===== src/logic/mcd_pkg.sv =====
package mcd_pkg;
    // frame layout: address, opcode, type, bank, value msb..lsb, checksum
    localparam int FRAME_LEN = 9;
    localparam logic [3:0] IDX_ADDR = 4'h0;
    localparam logic [3:0] IDX_OP = 4'h1;
    localparam logic [3:0] IDX_TYPE = 4'h2;
    localparam logic [3:0] IDX_BANK = 4'h3;
    localparam logic [3:0] IDX_SUM = 4'h8;
    // opcodes
    localparam logic [7:0] OP_ROT_RIGHT = 8'h01;
    localparam logic [7:0] OP_ROT_LEFT = 8'h02;
    localparam logic [7:0] OP_HALT = 8'h03;
    localparam logic [7:0] OP_SET_GLOBAL = 8'h09;
    localparam logic [7:0] OP_INT_ENABLE = 8'h19;
    localparam logic [7:0] OP_INT_DISABLE = 8'h1A;
    localparam logic [7:0] OP_SET_VECTOR = 8'h25;
    localparam logic [7:0] OP_RETURN_HANDLER = 8'h26;
    localparam logic [7:0] OP_CALC_FIRST = 8'h28;
    localparam logic [7:0] OP_CALC_LAST = 8'h2D;
    localparam logic [7:0] OP_MOVE_ACCU_POS = 8'h2E;
    localparam logic [7:0] OP_RESTART = 8'h30;
    localparam logic [7:0] OP_DEC_BRANCH = 8'h31;
    localparam logic [7:0] OP_ROT_LEFT_ACCU = 8'h32;
    localparam logic [7:0] OP_ROT_RIGHT_ACCU = 8'h33;
    localparam logic [7:0] OP_SET_IDX_VAR = 8'h37;
    localparam logic [7:0] OP_ACCU_IDX_VAR = 8'h39;
    localparam logic [7:0] OP_COND_CALL = 8'h50;
    // axis parameters and special numbers
    localparam logic [7:0] PAR_TARGET_SPEED = 8'h00;
    localparam logic [7:0] PAR_TARGET_VEL = 8'h02;
    localparam logic [7:0] IRQ_GLOBAL = 8'hFF;
    localparam logic [7:0] BANK_IRQ_CFG = 8'h03;
    localparam int FW_REV_EXTENDED = 145;
    // reply status codes
    localparam logic [7:0] ST_OK = 8'h64;
    localparam logic [7:0] ST_BAD_SUM = 8'h01;
    localparam logic [7:0] ST_BAD_CMD = 8'h02;

    typedef struct packed {
        logic valid;
        logic [7:0] data;
    } mcd_byte_t;

    typedef struct packed {
        logic valid;
        logic [7:0] status;
        logic [7:0] opcode;
    } mcd_reply_t;

    typedef struct packed {
        logic valid;
        logic [7:0] index;
        logic [31:0] value;
    } mcd_par_t;

    typedef struct packed {
        logic [31:0] accu;
        logic [31:0] x;
        logic [3:0] flags;
    } mcd_ctx_t;

    typedef enum logic [1:0] {
        S_COLLECT = 2'b00,
        S_MODE = 2'b01,
        S_WRITE = 2'b10
    } mcd_state_t;
endpackage : mcd_pkg


===== src/logic/mcd_decoder.sv =====
`timescale 1ns/1ps
`default_nettype none
module mcd_decoder #(
    parameter logic [7:0] MODULE_ADDR = 8'h01, // own target address
    parameter int FW_REV = 145, // firmware revision times 100
    parameter int NIRQ = 8 // interrupt sources 0..NIRQ-1
) (
    input wire logic clk_sys, // system clock, 200 MHz
    input wire logic resetn, // async reset, active low
    input wire mcd_pkg::mcd_byte_t rx_byte, // received frame byte
    output logic rx_ready, // decoder can take a byte
    output mcd_pkg::mcd_reply_t reply, // reply pulse
    output mcd_pkg::mcd_par_t par_wr, // axis parameter write pulse
    output logic vel_mode, // velocity mode selected
    output logic dir_left, // last rotate was leftwards
    output logic ext_cmd, // extended opcode accepted, pulse
    input wire logic [NIRQ-1:0] irq_src, // interrupt events, pulses
    input wire mcd_pkg::mcd_ctx_t ctx_in, // live program context
    output logic irq_take, // handler entry pulse
    output logic [7:0] irq_num, // number of taken interrupt
    output logic in_handler, // handler executing
    output logic ctx_restore, // restore pulse on return
    output mcd_pkg::mcd_ctx_t ctx_saved // saved program context
);
    import mcd_pkg::*;

    // extended opcodes only exist from the qualifying revision on
    localparam logic EXT_OK = (FW_REV >= FW_REV_EXTENDED);

    mcd_state_t state_reg, state_next; // frame sequencer
    logic [7:0] frame_reg [FRAME_LEN]; // captured frame bytes
    logic [7:0] frame_next [FRAME_LEN];
    logic [3:0] cnt_reg, cnt_next; // byte position in frame
    logic [7:0] sum_reg, sum_next; // running checksum
    mcd_reply_t reply_reg, reply_next;
    mcd_par_t par_reg, par_next;
    logic vel_reg, vel_next;
    logic left_reg, left_next;
    logic ext_reg, ext_next;
    logic [NIRQ-1:0] vec_reg, vec_next; // handler vector assigned
    logic [NIRQ-1:0] en_reg, en_next; // per-interrupt enable
    logic glob_reg, glob_next; // global interrupt enable
    logic do_return; // return command executes this cycle
    logic [31:0] value; // frame value, msb first
    logic [7:0] op; // frame opcode
    logic [7:0] itype; // frame type byte
    logic recog_ext; // opcode is a recognised extended one
    logic rdy_reg, rdy_next; // take-ready, from a flop like every output

    assign op = frame_reg[IDX_OP];
    assign itype = frame_reg[IDX_TYPE];
    // value bytes arrive most significant first
    assign value = {frame_reg[4], frame_reg[5], frame_reg[6],
        frame_reg[7]};

    // opcode classes of the extended command set
    always_comb begin
        recog_ext = 1'b0;
        if (op >= OP_CALC_FIRST && op <= OP_CALC_LAST) begin
            recog_ext = 1'b1;
        end else if (op == OP_MOVE_ACCU_POS || op == OP_RESTART
            || op == OP_DEC_BRANCH || op == OP_COND_CALL
            || op == OP_ROT_LEFT_ACCU || op == OP_ROT_RIGHT_ACCU) begin
            recog_ext = 1'b1;
        end else if (op >= OP_SET_IDX_VAR && op <= OP_ACCU_IDX_VAR) begin
            recog_ext = 1'b1;
        end
        recog_ext = recog_ext & EXT_OK;
    end

    // frame collection and command execution, next values
    always_comb begin
        state_next = state_reg;
        frame_next = frame_reg;
        cnt_next = cnt_reg;
        sum_next = sum_reg;
        reply_next = '0;
        par_next = '0;
        vel_next = vel_reg;
        left_next = left_reg;
        ext_next = 1'b0;
        vec_next = vec_reg;
        en_next = en_reg;
        glob_next = glob_reg;
        do_return = 1'b0;
        unique case (state_reg)
            S_COLLECT: begin
                if (rx_byte.valid) begin
                    frame_next[cnt_reg] = rx_byte.data;
                    if (cnt_reg == IDX_SUM) begin
                        // keep the sum of the eight data bytes for the check
                        cnt_next = '0;
                        state_next = S_MODE;
                    end else begin
                        cnt_next = cnt_reg + 4'h1;
                        sum_next = sum_reg + rx_byte.data;
                    end
                end
            end
            S_MODE: begin
                state_next = S_COLLECT;
                sum_next = '0; // fresh sum for the next frame
                reply_next.opcode = op;
                if (frame_reg[IDX_ADDR] != MODULE_ADDR) begin
                    // another node's frame: drop silently
                    reply_next.valid = 1'b0;
                end else if (sum_reg != frame_reg[IDX_SUM]) begin
                    reply_next.valid = 1'b1;
                    reply_next.status = ST_BAD_SUM;
                end else if (op == OP_ROT_RIGHT || op == OP_ROT_LEFT
                    || op == OP_HALT) begin
                    // mode first, parameter write in the next cycle
                    vel_next = 1'b1;
                    state_next = S_WRITE;
                end else begin
                    reply_next.valid = 1'b1;
                    reply_next.status = ST_OK;
                    if (op == OP_SET_VECTOR && itype < NIRQ) begin
                        vec_next[itype[2:0]] = 1'b1;
                    end else if (op == OP_INT_ENABLE
                        || op == OP_INT_DISABLE) begin
                        if (itype == IRQ_GLOBAL) begin
                            glob_next = (op == OP_INT_ENABLE);
                        end else if (itype < NIRQ) begin
                            en_next[itype[2:0]] = (op == OP_INT_ENABLE);
                        end
                    end else if (op == OP_RETURN_HANDLER) begin
                        do_return = 1'b1;
                    end else if (op == OP_SET_GLOBAL) begin
                        // bank 3 settings belong to the timer logic
                        reply_next.status = ST_OK;
                    end else if (recog_ext) begin
                        ext_next = 1'b1;
                    end else begin
                        reply_next.status = ST_BAD_CMD;
                    end
                end
            end
            S_WRITE: begin
                state_next = S_COLLECT;
                par_next.valid = 1'b1;
                if (op == OP_HALT) begin
                    par_next.index = PAR_TARGET_SPEED;
                    par_next.value = '0;
                end else begin
                    // signed microsteps per second, passed as is
                    par_next.index = PAR_TARGET_VEL;
                    par_next.value = value;
                    left_next = (op == OP_ROT_LEFT);
                end
                reply_next.valid = 1'b1;
                reply_next.status = ST_OK;
                reply_next.opcode = op;
            end
            default: state_next = S_COLLECT;
        endcase
        // ready follows the state that the coming edge will load
        rdy_next = (state_next == S_COLLECT);
    end

    // frame group registers
    always_ff @(posedge clk_sys or negedge resetn) begin
        if (!resetn) begin
            state_reg <= S_COLLECT;
            rdy_reg <= 1'b1;
            for (int i = 0; i < FRAME_LEN; i++) begin
                frame_reg[i] <= 8'h00;
            end
            cnt_reg <= 4'h0;
            sum_reg <= 8'h00;
            reply_reg <= '0;
            par_reg <= '0;
            vel_reg <= 1'b0;
            left_reg <= 1'b0;
            ext_reg <= 1'b0;
            vec_reg <= '0;
            en_reg <= '0;
            glob_reg <= 1'b0;
        end else begin
            state_reg <= state_next;
            rdy_reg <= rdy_next;
            frame_reg <= frame_next;
            cnt_reg <= cnt_next;
            sum_reg <= sum_next;
            reply_reg <= reply_next;
            par_reg <= par_next;
            vel_reg <= vel_next;
            left_reg <= left_next;
            ext_reg <= ext_next;
            vec_reg <= vec_next;
            en_reg <= en_next;
            glob_reg <= glob_next;
        end
    end

    // interrupt group: sticky pending, arbitration, context
    logic [NIRQ-1:0] pend_reg, pend_next;
    logic hand_reg, hand_next;
    logic take_reg, take_next;
    logic rest_reg, rest_next;
    logic [7:0] num_reg, num_next;
    mcd_ctx_t ctx_reg, ctx_next;
    logic [NIRQ-1:0] ready_irq; // serviceable sources

    always_comb begin
        pend_next = pend_reg | irq_src;
        hand_next = hand_reg;
        take_next = 1'b0;
        rest_next = 1'b0;
        num_next = num_reg;
        ctx_next = ctx_reg;
        ready_irq = pend_reg & vec_reg & en_reg;
        if (do_return && hand_reg) begin
            hand_next = 1'b0;
            rest_next = 1'b1;
        end else if (!hand_reg && glob_reg && ready_irq != '0) begin
            // lowest number wins; others wait, no nesting
            for (int i = NIRQ - 1; i >= 0; i--) begin
                if (ready_irq[i]) begin
                    num_next = 8'(i);
                end
            end
            hand_next = 1'b1;
            take_next = 1'b1;
            ctx_next = ctx_in;
            // a new event in the same cycle re-arms the flag
            pend_next[num_next[2:0]] = irq_src[num_next[2:0]];
        end
    end

    always_ff @(posedge clk_sys or negedge resetn) begin
        if (!resetn) begin
            pend_reg <= '0;
            hand_reg <= 1'b0;
            take_reg <= 1'b0;
            rest_reg <= 1'b0;
            num_reg <= 8'h00;
            ctx_reg <= '0;
        end else begin
            pend_reg <= pend_next;
            hand_reg <= hand_next;
            take_reg <= take_next;
            rest_reg <= rest_next;
            num_reg <= num_next;
            ctx_reg <= ctx_next;
        end
    end

    assign rx_ready = rdy_reg;
    assign reply = reply_reg;
    assign par_wr = par_reg;
    assign vel_mode = vel_reg;
    assign dir_left = left_reg;
    assign ext_cmd = ext_reg;
    assign irq_take = take_reg;
    assign irq_num = num_reg;
    assign in_handler = hand_reg;
    assign ctx_restore = rest_reg;
    assign ctx_saved = ctx_reg;
endmodule : mcd_decoder
`default_nettype wire


===== config.mk =====
export PLATFORM = sky130hd
export DESIGN_NAME = mcd_decoder
export DESIGN_NICKNAME = d
export VERILOG_FILES = /design/src/logic/mcd_pkg.sv /design/src/logic/mcd_decoder.sv
export SDC_FILE = /design/constraint.sdc
export NUM_CORES = 1
export LEC_CHECK = 0
export ABC_AREA = 1
export BUFFER_PORTS_ARGS = -buffer_cell sky130_fd_sc_hd__buf_2
export CORE_ASPECT_RATIO = 0.75
export CORE_UTILIZATION = 58
export DETAILED_ROUTE_END_ITERATION = 12
export PLACE_DENSITY = 0.94
export REMOVE_ABC_BUFFERS = 1
export SLEW_MARGIN = 25
export SYNTH_ARGS = -nofsm -noshare
export SYNTH_HDL_FRONTEND = slang
export SYNTH_SLANG_ARGS = --single-unit

===== constraint.sdc =====
create_clock -name clk_sys -period 3.4 [get_ports clk_sys]
set_clock_uncertainty 0.2 [all_clocks]
set_input_delay 0.17 -clock clk_sys [delete_from_list [all_inputs] [get_ports clk_sys]]
set_output_delay 0.17 -clock clk_sys [all_outputs]
set_load 0.01 [all_outputs]

Word level (Yosys, flattened, before mapping) --
Cells that the tools add are included.
Cells by class: add/sub/neg operators 2, $lt $le $gt $ge 11, eq/ne operators 23, mux-type cells 69, bitwise operators 12, reduce and logical (&&, ||, !) cells 32
Operator list (number):
- two-way mux 8 bit | 16
- bitwise mux 72 bit | 1
- == test 8 x 6 -> 1 bit (second input constant) | 7
- two-way mux 41 bit | 1
- two-way mux 7 bit | 5
- two-way mux 34 bit | 1
- case mux 17 bit (2 select lines) | 1
- demux 8 bit (select 4 bit) | 1
- two-way mux 1 bit | 28
- two-way mux 9 bit | 2
- AND 8 bit | 2
- bitwise mux 8 bit | 2
- == test 8 x 2 -> 1 bit (second input constant) | 2
- == test 8 x 5 -> 1 bit (second input constant) | 2
- >= comparator 8 x 6 -> 1 bit (second input constant) | 2
- less-or-equal comparator 8 x 6 -> 1 bit (second input constant) | 2
- OR 8 bit | 2
- case mux 8 bit (2 select lines) | 1
- two-way mux 2 bit | 5
- inequality test 10 bit (second input constant) | 1
- logical AND 1 bit | 9
- adder 8 bit | 1
- == test 8 x 1 -> 1 bit (second input constant) | 1
- == test 8 x 4 -> 1 bit (second input constant) | 1
- 31 further kinds | 53
Storage, ports and cells: flip-flop bits (word level) 252, bits of input ports 87, output and inout bits 141, logic and storage cells 183

Longest topological paths before layout --
Gate-level depths: netlist of run 1.
depth after elaboration 19, gate-level depth with buffers 14, mapped depth without buffers 14

Worst setup path after synthesis of run 1 --
OpenSTA, ideal clock, no wires.
path type reg2reg, start point register sum_reg[0], end point register sum_reg[6], library setup time 0.125 ns, arrival time 1.671 ns, required time 3.075 ns, setup slack 1.404 ns, stages on the path, launching flop included 11, buffers on the path 0, clock period less this slack 1.996 ns, cell sequence dfrtp_1 -> ha_1 -> fa_1 -> a21oi_1 -> o21a_1 -> nor2_1 -> nor2_1 -> nor2_1 -> nor2_1 -> xor2_1 -> o22ai_1
Between the ends: cells in the longest elaborated chain, start to end 4
RTL lines:
- start, declared | line mcd_decoder.sv:34 | logic [7:0] sum_reg, sum_next;
- start signal, assigned | line mcd_decoder.sv:184 | sum_reg <= sum_next;
- adder 8 bit | line mcd_decoder.sv:96 | sum_next = sum_reg + rx_byte.data;
- two-way mux 8 bit | line mcd_decoder.sv:90 | if (cnt_reg == IDX_SUM) begin
- two-way mux 8 bit | line mcd_decoder.sv:88 | if (rx_byte.valid) begin
- case mux 8 bit (2 select lines) | line mcd_decoder.sv:86 | unique case (state_reg)
No other way between the ends. The select of a mux whose other input is x is not followed. A chain may end at the register's enable or synchronous reset.

Worst setup path in the final report of run 1 --
start point register pend_reg[0], end point register pend_reg[0]
Between the ends: cells in the longest elaborated chain, start to end 12, elaborated cells between the ends (all ways) 18, classes of those cells order compare: 2; mux: 10; bitwise: 3; reduce/logical: 3
RTL lines:
- start, declared | line mcd_decoder.sv:197 | logic [NIRQ-1:0] pend_reg, pend_next;
- start signal, assigned | line mcd_decoder.sv:240 | pend_reg <= pend_next;
- AND 8 bit (2 in series) | line mcd_decoder.sv:212 | ready_irq = pend_reg & vec_reg & en_reg;
- two-way mux 8 bit | line mcd_decoder.sv:219 | if (ready_irq[i]) begin
- two-way mux 8 bit | line mcd_decoder.sv:216 | end else if (!hand_reg && glob_reg && ready_irq != '0) begin
- two-way mux 8 bit | line mcd_decoder.sv:213 | if (do_return && hand_reg) begin
- less-than comparator 3 x 4 -> 1 bit (implied by the code) or >= comparator 3 x 1 -> 1 bit (tied branches) | line mcd_decoder.sv:227 | pend_next[num_next[2:0]] = irq_src[num_next[2:0]];
- logical AND 1 bit (implied by the code) | line mcd_decoder.sv:227
- two-way mux 1 bit (implied by the code) | line mcd_decoder.sv:227
- demux 1 bit (select 3 bit) | line mcd_decoder.sv:227
- bitwise mux 8 bit | line mcd_decoder.sv:227
- two-way mux 8 bit | line mcd_decoder.sv:216
- two-way mux 8 bit * | line mcd_decoder.sv:213
- named net pend_next[0] | line mcd_decoder.sv:197
The timed path passes the listed nets; every way through them passes the cells marked *. The select of a mux whose other input is x is not followed.

==> results of run 1 <==
[metrics by stage]
stage | util (%) | cell area, sq um | instances | power, mW
2_1_floorplan | - | 9284 | 1034 | 4.440
3_3_place_gp | 66.85 | 10710 | 1465 | 4.796
3_5_place_dp | 66.85 | 10710 | 1465 | 4.933
4_1_cts | 76.99 | 12330 | 1589 | 7.616
5_1_grt | 76.99 | 12330 | 1589 | 8.031
6_report | 76.99 | 12330 | 1589 | 7.664
[final cells by class]
cell class	count	area [sq um]	area share, %
flip-flops and latches	227	5682	46.08
multi-input cells	692	3179	25.78
repair buffers	307	2012	16.32
clock buffers	27	589.3	4.779
inverters	115	431.7	3.501
well taps	210	262.8	2.131
clock inverters	11	173.9	1.410
[worst max-delay path by stage]
stage                              to  slack [ns]
after floorplan            irq_num[1]       -0.20
after global placement    pend_reg[2]        1.15
after detailed placement  pend_reg[1]        1.06
after CTS                 pend_reg[1]        1.05
after global routing      pend_reg[0]        0.76
final                     pend_reg[0]        0.92
[worst max-delay path, cell delays in order (launching register included)]
cell and delay, ns:
dfrtp_1 0.36, nand3_1 0.18, nand2_1 0.13, nor2_1 0.06
nand2_1 0.09, nand2_1 0.10, nor2_4 0.11, buf_4 0.60
nand2_1 0.21, nor2_1 0.18, a21oi_1 0.09
[routing by layer]
| layer | wire length, um | vias to the layer above | part of all wire [%] |
|---|---|---|---|
| met5 | 0 | - | 0 |
| li1 | - | 3888 | - |
| met4 | 1281 | 0 | 4.8 |
| met3 | 2488 | 127 | 9.3 |
| met1 | 10210 | 4077 | 38 |
| met2 | 12670 | 555 | 48 |
[cells in the mapped netlist (3+ instances only)]
library cell,n
inv_2,7
inv_1,108
xor2_1,3
nor3_1,12
a21oi_1,22
clkbuf_1,12
buf_4,18
ha_1,14
nor4_1,3
o21bai_1,8
nor3_2,3
nand3_1,32
nand2_2,9
xnor2_1,4
nand2_1,351
o21ai_1,11
or2_2,3
nand4_1,8
o21ai_0,81
nor2_2,3
nor2_1,94
buf_2,15
dfrtp_1,226
[report_power, final]
part | leakage [nW] | switching (mW) | internal, mW | total, mW
logic | 3.19 | 1.02 | 0.585 | 1.60
clock network | 0.365 | 1.04 | 1.54 | 2.58
registers | 2.66 | 0.347 | 3.13 | 3.48
total | 6.21 | 2.41 | 5.26 | 7.66
[kinds of logic (layout without fill, tap and decap cells)]
logic type      count (synthesis)  in the layout  synth area share, %
compound gates                128            128                7.153
xor+xnor                        7              7               0.6455
fa+ha+maj                      15             15                2.055
buf+inv                       161            460                7.351
flops                         227            227                59.82
other cells                     1             15              0.03948
simple gates                  527            527                22.94
[what timing repair did]
action | CTS | global route
hold buffers | 86 | 0
resized for setup | 0 | 0
hold endpoints to repair | 247 | 0
==> run metrics, run 1 <==
Worst Hold Class primary input to asynchronous set/reset pin; routed vias/inst 5.442; crit path from pend_reg[0]; Root Buffer Master clkbuf_16; Top FF cell, synth dfrtp_1; syn avg cell area 8.910 sq um; Worst-path clk slew 0.06 ns; CP max FO 76; synth unique cells 41; global route total overflow 0; Starting Density 59.30%; most frequent cells in the layout nand2_1, dfrtp_1, buf_2; Worst-Margin Slew 0.9280 ns; largest net degree at the start of global routing 117; detailed router's first-iteration violation count 865; Layout area overhead 29.83%; final worst path period need 2.484 ns; DRT antenna net count 0; Fmax 402.6 MHz; CTS Buf Count 22; Port Buffer Count 212; worst skew pair latency 0.51 ns; met2 usage 51.79%; Yosys top cell by area dfrtp_1; Synth async-reset ratio 100.0%; layout cells sized above 1 20.88%; total inserted antenna cells 0; mapped cell area 9498 sq um; CP Class flip-flop to flip-flop; Min Hold Slack 0.1075 ns; dpl ws 1.056 ns; reg2reg end pend_reg[0]; CORE AREA 16020 sq um; commonest non-fill, non-tap cell in the layout nand2_1; vias 8647; grt peak-use layer met2; final worst-path cycle share 73.05%; PD cells 621.5 nW/um^2; Yosys top cell area share 59.54%; Detailed Route WL 26660 um; met3 usage 6.734%; RSZ-0062 raised after global routing no; placement row count 40; largest cells by area after synthesis dfrtp_1, nand2_1, inv_1, o21ai_0, nor2_1; fillers 933; die area 16900 sq um; detailed-router iteration count before antenna repair 8; Slew Limit Headroom 37.80%; Post-Synthesis Cells 1066; final setup vio count 0; RR Startpoint pend_reg[0]; Ports 228; Startpoint Class flip-flop; WL/cell 16.77 um; H-tree lvl count 1; leakage power 6.206 nW; warnings from Yosys 0; TritonCTS clock tree built; nets@finish 1467; HPWL Detailed 15930 um; die span in x 149.8 um; sequential area share after synthesis 59.82%; Seq cells post-synth 227; outcome completed; Worst setup EP type flip-flop; CTS Sinks 227; Post-CTS Setup Bufs 0; Worst R2R Setup Slack 0.92 ns; Final WS setup 0.9163 ns; setup_tns 0 ns; WP data arrival 2.65 ns; CTS max path bufs 3; vias in the first global route 8380; max FFs per register 68; GPL Wtd Cong 0.9079; DRC 0; R2R cell count 10; Max-cap violations 0; Post-synth EDFFs 0; first-pass GRT wire length 41300 um; required time worst endpoint 3.57 ns; Hold Vio Cnt, Final 0; final count of pins violating max slew 0; antenna violations before repair 0; Peak VDD IR 0.4891 mV; gr usage total 31.21%; M1 GR Usage 39.10%; Die H 112.8 um
(Power assumes the default switching activity.)
==> run 2, diff against run 1 <==
--- a/config.mk
+++ b/config.mk
@@ -8,9 +8,9 @@
 export ABC_AREA = 1
 export BUFFER_PORTS_ARGS = -buffer_cell sky130_fd_sc_hd__buf_2
 export CORE_ASPECT_RATIO = 0.75
-export CORE_UTILIZATION = 58
+export CORE_UTILIZATION = 48
 export DETAILED_ROUTE_END_ITERATION = 12
-export PLACE_DENSITY = 0.94
+export PLACE_DENSITY = 0.85
 export REMOVE_ABC_BUFFERS = 1
 export SLEW_MARGIN = 25
 export SYNTH_ARGS = -nofsm -noshare
==> constraint.sdc (replaced) <==
create_clock -name clk_sys -period 2.2 [get_ports clk_sys]
set_clock_uncertainty 0.2 [all_clocks]
set_input_delay 0.11 -clock clk_sys [delete_from_list [all_inputs] [get_ports clk_sys]]
set_output_delay 0.11 -clock clk_sys [all_outputs]
set_load 0.01 [all_outputs]
==> run 2 against run 1 <==
Effect of this change:
- critical path depth is the same
- non-clock buffer count rose by 17
- maximum frequency rose by 14%
- largest cell class unchanged
- the run now ends with DRC, hold timing left
- wire length fell by 5.9%
- combinational power grew 63%
- critical endpoint is now sum_reg[6]
- largest power group unchanged
- total power grew 54%
- setup slack lost 0.90 ns
==> run metrics, run 2 (synthesized netlist as in run 1, its figures left out) <==
commonest non-fill, non-tap cell in the layout nand2_1; Worst setup EP type flip-flop; final worst-path cycle share 99.24%; most frequent cells in the layout nand2_1, dfrtp_1, buf_2; final setup vio count 0; final worst path period need 2.183 ns; RSZ-0062 raised after global routing yes; Layout area overhead 33.53%; Fmax 458.0 MHz; detailed-router iteration count before antenna repair 11; global route total overflow 0; largest net degree at the start of global routing 69; Min Hold Slack -0.2833 ns; PD cells 933.3 nW/um^2; CTS Sinks 227; max FFs per register 68; final count of pins violating max slew 0; HPWL Detailed 16360 um; Worst R2R Setup Slack 0.02 ns; leakage power 6.331 nW; vias in the first global route 7675; Ports 228; CTS Buf Count 22; WL/cell 15.20 um; WP data arrival 2.35 ns; detailed router's first-iteration violation count 699; TritonCTS clock tree built; Max-cap violations 0; H-tree lvl count 1; vias 8211; worst skew pair latency 0.50 ns; layout cells sized above 1 22.91%; Hold Vio Cnt, Final 2; Root Buffer Master clkbuf_16; CORE AREA 19380 sq um; failing checks DRC, hold timing; fillers 1457; nets@finish 1484; Final WS setup 0.01671 ns; routed vias/inst 4.976; die area 20360 sq um; DRC 1; placement row count 44; total power draw 11.84 mW; required time worst endpoint 2.37 ns; dpl ws -0.05339 ns; CP max FO 2; Hold Buf Count CTS 89; setup_tns 0 ns; CTS max path bufs 3; Peak VDD IR 0.6635 mV; Detailed Route WL 25080 um; die span in x 164.4 um; Starting Density 49.01%; Startpoint Class flip-flop; outcome finished, violations left; CP Class flip-flop to flip-flop; Worst Hold Class primary input to flip-flop; Die H 123.8 um; gr usage total 23.85%; GPL Wtd Cong 0.8717; Worst-path clk slew 0.06 ns; Port Buffer Count 212; DRT antenna net count 0; antenna violations before repair 0; first-pass GRT wire length 38020 um; total inserted antenna cells 0
run 2: path summary, 6_finish.rpt:
| path | from | end | cells after the start |
|---|---|---|---|
| worst min-delay path | rx_byte[0] | frame_reg[8] | 3 |
| worst min register to register | vel_mode | vel_mode | 2 |
| worst max register to register | sum_reg[0] | sum_reg[6] | 10 |
| min in group asynchronous | resetn | rx_ready | 3 |
| max in group asynchronous | resetn | ctx_saved[25] | 4 |
| worst max-delay path | sum_reg[0] | sum_reg[6] | 10 |
run 2: worst max-delay path, cell delays in order, from the launching register on:
cell	delay (ns)
dfrtp_1	0.38
ha_2	0.20
fa_2	0.37
a21oi_2	0.13
o21a_1	0.14
nor2_1	0.06
nor2_1	0.10
nor2_1	0.05
nor2_1	0.14
xor2_1	0.20
o22ai_1	0.10
run 2: power breakdown:
part	switching [mW]	internal, mW	leakage (nW)
sequential	0.494	4.84	2.65
combinational	1.59	1.02	3.31
clock	1.54	2.35	0.369
run 2: repair_timing:
action,in CTS,in global routing
resized for setup,1,23
setup buffers,0,4
hold endpoints to repair,378,2
pin swaps,1,5
setup endpoints to repair,1,38
run 2: through the flow:
| step | instances | instance area, sq um | utilization, % |
|---|---|---|---|
| after global routing | 1650 | 12680 | 65.44 |
| after CTS | 1646 | 12570 | 64.88 |
| after floorplan | 1034 | 9284 | - |
| final | 1650 | 12680 | 65.44 |
| after detailed placement | 1518 | 10910 | 56.30 |
| after global placement | 1518 | 10910 | 56.30 |
run 2: metal layers:
metal,global-route usage (%),vias to the layer above,wire length [um]
li1,-,3912,-
met3,4.163,62,1908
met2,39.50,333,11900
met4,8.544,0,649
met1,31.81,3904,10620
met5,0,-,0
run 2: final cells by class:
type,instances,area (sq um),area share [%]
Sequential cell,227,5683,44.81
Multi-Input combinational cell,692,3261,25.71
Timing Repair Buffer,324,2232,17.60
Clock buffer,34,676.9,5.337
Inverter,115,431.7,3.404
Tap cell,253,316.6,2.496
Clock inverter,5,81.33,0.6413
==> run 3, diff against run 2 <==
--- a/config.mk
+++ b/config.mk
@@ -11,7 +11,6 @@
 export CORE_UTILIZATION = 48
 export DETAILED_ROUTE_END_ITERATION = 12
 export PLACE_DENSITY = 0.85
-export REMOVE_ABC_BUFFERS = 1
 export SLEW_MARGIN = 25
 export SYNTH_ARGS = -nofsm -noshare
 export SYNTH_HDL_FRONTEND = slang
==> run 3 against run 2 <==
Effect of this change:
- the run now ends clean
- sequential power barely moved
- final area up 0.45%
- critical path depth is 1 lower
- hold slack improved by 0.41 ns
- non-clock buffer count unchanged
- count of clock-buffer cells in the layout down 6
- critical path type unchanged
- largest cell class unchanged
==> run metrics, run 3 (synthesized netlist as in run 1, its figures left out) <==
Worst Hold End ctx_saved[39]; Die H 123.8 um; largest net degree at the start of global routing 71; required time worst endpoint 2.43 ns; detailed-router iteration count before antenna repair 6; Port Buffer Count 212; die area 20360 sq um; nets@finish 1485; Worst-path clk slew 0.07 ns; PD cells 939.3 nW/um^2; Fmax 466.2 MHz; CTS max path bufs 3; commonest non-fill, non-tap cell in the layout nand2_1; H-tree lvl count 1; vias 8676; Seq pwr share 44.7%; Ports 228; fillers 1406; total inserted antenna cells 0; Hold Path Origin ctx_in[39]; detailed router's first-iteration violation count 891; Root Buffer Master clkbuf_16; Critical Path Slowest Stage Cell dfrtp_1; Peak VDD IR 0.6329 mV; die span in x 164.4 um; DRT antenna net count 0; reg2reg end sum_reg[5]; placement row count 44; Final WS setup 0.05500 ns; NetSw 3.828 mW; final worst-path cycle share 97.50%; CP Cell Sequence inv_1, ha_1, nand2_1, nor2_1, inv_1, nor2_1, buf_4, nand2_1, o21ai_0; worst skew pair latency 0.53 ns; Max-cap violations 0; DRC 0; vias in the first global route 8248; outcome completed; global route total overflow 0; dpl ws -0.05801 ns; proportion of power drawn by the clock network 32.8%; CP Buf/Inv Count 3; CTS Sinks 227; TritonCTS clock tree built; Worst setup EP type flip-flop; gr usage total 25.57%; slowest stage delay, CP 0.39 ns; Hold Vio Cnt, Final 0; R2R cell count 9; Layout area overhead 34.13%; Startpoint Class flip-flop; combinational power share 22.5%; WL/cell 16.77 um; Detailed Route WL 27690 um; antenna violations before repair 0; RR Startpoint state_reg[0]; routed vias/inst 5.255; CP max FO 7; GPL Wtd Cong 0.8882; Worst R2R Setup Slack 0.05 ns; max FFs per register 68; hold path depth 4; CORE AREA 19380 sq um; leakage power 6.349 nW; final worst path period need 2.145 ns; CP Class flip-flop to flip-flop; layout cells sized above 1 23.96%; Sw Ratio 31.99%; final count of pins violating max slew 0; final setup vio count 0; cell-internal power 8.139 mW; Worst-Margin Slew 0.6531 ns; RSZ-0062 raised after global routing yes; HPWL Detailed 16360 um; first-pass GRT wire length 40790 um; CTS Buf Count 23; most frequent cells in the layout nand2_1, dfrtp_1, buf_2; Starting Density 49.01%; WP data arrival 2.38 ns; Worst Hold Class primary input to flip-flop; Core Util, Final 65.74%; CP top delay family simple AND/OR/NAND/NOR gates; Slew Limit Headroom 56.17%
==> run 3: changes by cell type in the layout (fill, tap and decap cells not counted), sizes merged <==
cell and change:
dlygate4sd3 -1, inv +1, clkbuf -5, clkinvlp +2, clkinv +4
==> run 3: worst min-delay path, delay by kind of cell <==
family        cells  cell delay, ns
buf+inv           2            0.61
simple gates      2            0.10
==> run 3: power groups by stage <==
stage / Clock, mW / Combinational [mW] / Sequential (mW)
after global routing: 4.12 / 3.01 / 5.43
final: 3.92 / 2.69 / 5.35
after global placement: 0 / 2.14 / 5.35
after CTS: 3.94 / 2.44 / 5.31
after detailed placement: 0 / 2.29 / 5.38
after floorplan: 0 / 1.66 / 5.24
==> run 3: layer usage <==
metal / wire length [um] / part of all wire (%) / GRT usage (%) / vias to the layer above
met5: 0 / 0 / 0 / -
met4: 1232 / 4.4 / 11.70 / 0
met3: 1955 / 7.1 / 5.428 / 120
met2: 13480 / 49 / 41.61 / 466
met1: 11020 / 40 / 33.12 / 4168
li1: - / - / - / 3922
==> run 3: cell type report <==
type                       count  area [sq um]  share of cell area [%]
sequential                   227          5684                   44.62
multi-input combinational    692          3291                   25.83
timing repair buffer         324          2263                   17.77
clock buffer                  28         624.3                   4.901
inverter                     115         431.7                   3.388
tap                          253         316.6                   2.485
clock inverter                12         128.9                   1.012
==> run 3: repair_timing <==
action,in CTS,in global routing
resized for setup,1,37
hold buffers,87,0
endpoints found under the hold margin,376,0
pin swaps,0,15
setup buffers,0,5
endpoints found under the setup margin,1,45
cloned,0,1
==> run 3: stage by stage <==
| step | setup TNS (ns) | power (mW) | hold slack (ns) | instances | area [sq um] |
|---|---|---|---|---|---|
| after floorplan | 0 | 6.900 | -0.3856 | 1080 | 9550 |
| after detailed placement | -0.05801 | 7.670 | -0.07986 | 1518 | 10920 |
| after global placement | 0 | 7.487 | -0.08820 | 1518 | 10920 |
| after CTS | 0 | 11.69 | 0.1190 | 1645 | 12550 |
| after global routing | -0.3691 | 12.56 | 0.1537 | 1651 | 12740 |
| final | 0 | 11.97 | 0.1292 | 1651 | 12740 |
==> run 3: how the worst max path moves through the flow <==
stage	start	slack, ns	end	cells past startpoint
3_5_place_dp	sum_reg[2]	-0.06	sum_reg[7]	11
2_1_floorplan	sum_reg[0]	0.20	sum_reg[6]	10
6_report	state_reg[0]	0.05	sum_reg[5]	9
3_3_place_gp	sum_reg[0]	0.09	sum_reg[6]	10
5_1_grt	sum_reg[0]	-0.08	sum_reg[6]	10
4_1_cts	sum_reg[1]	0.004	en_reg[3]	12
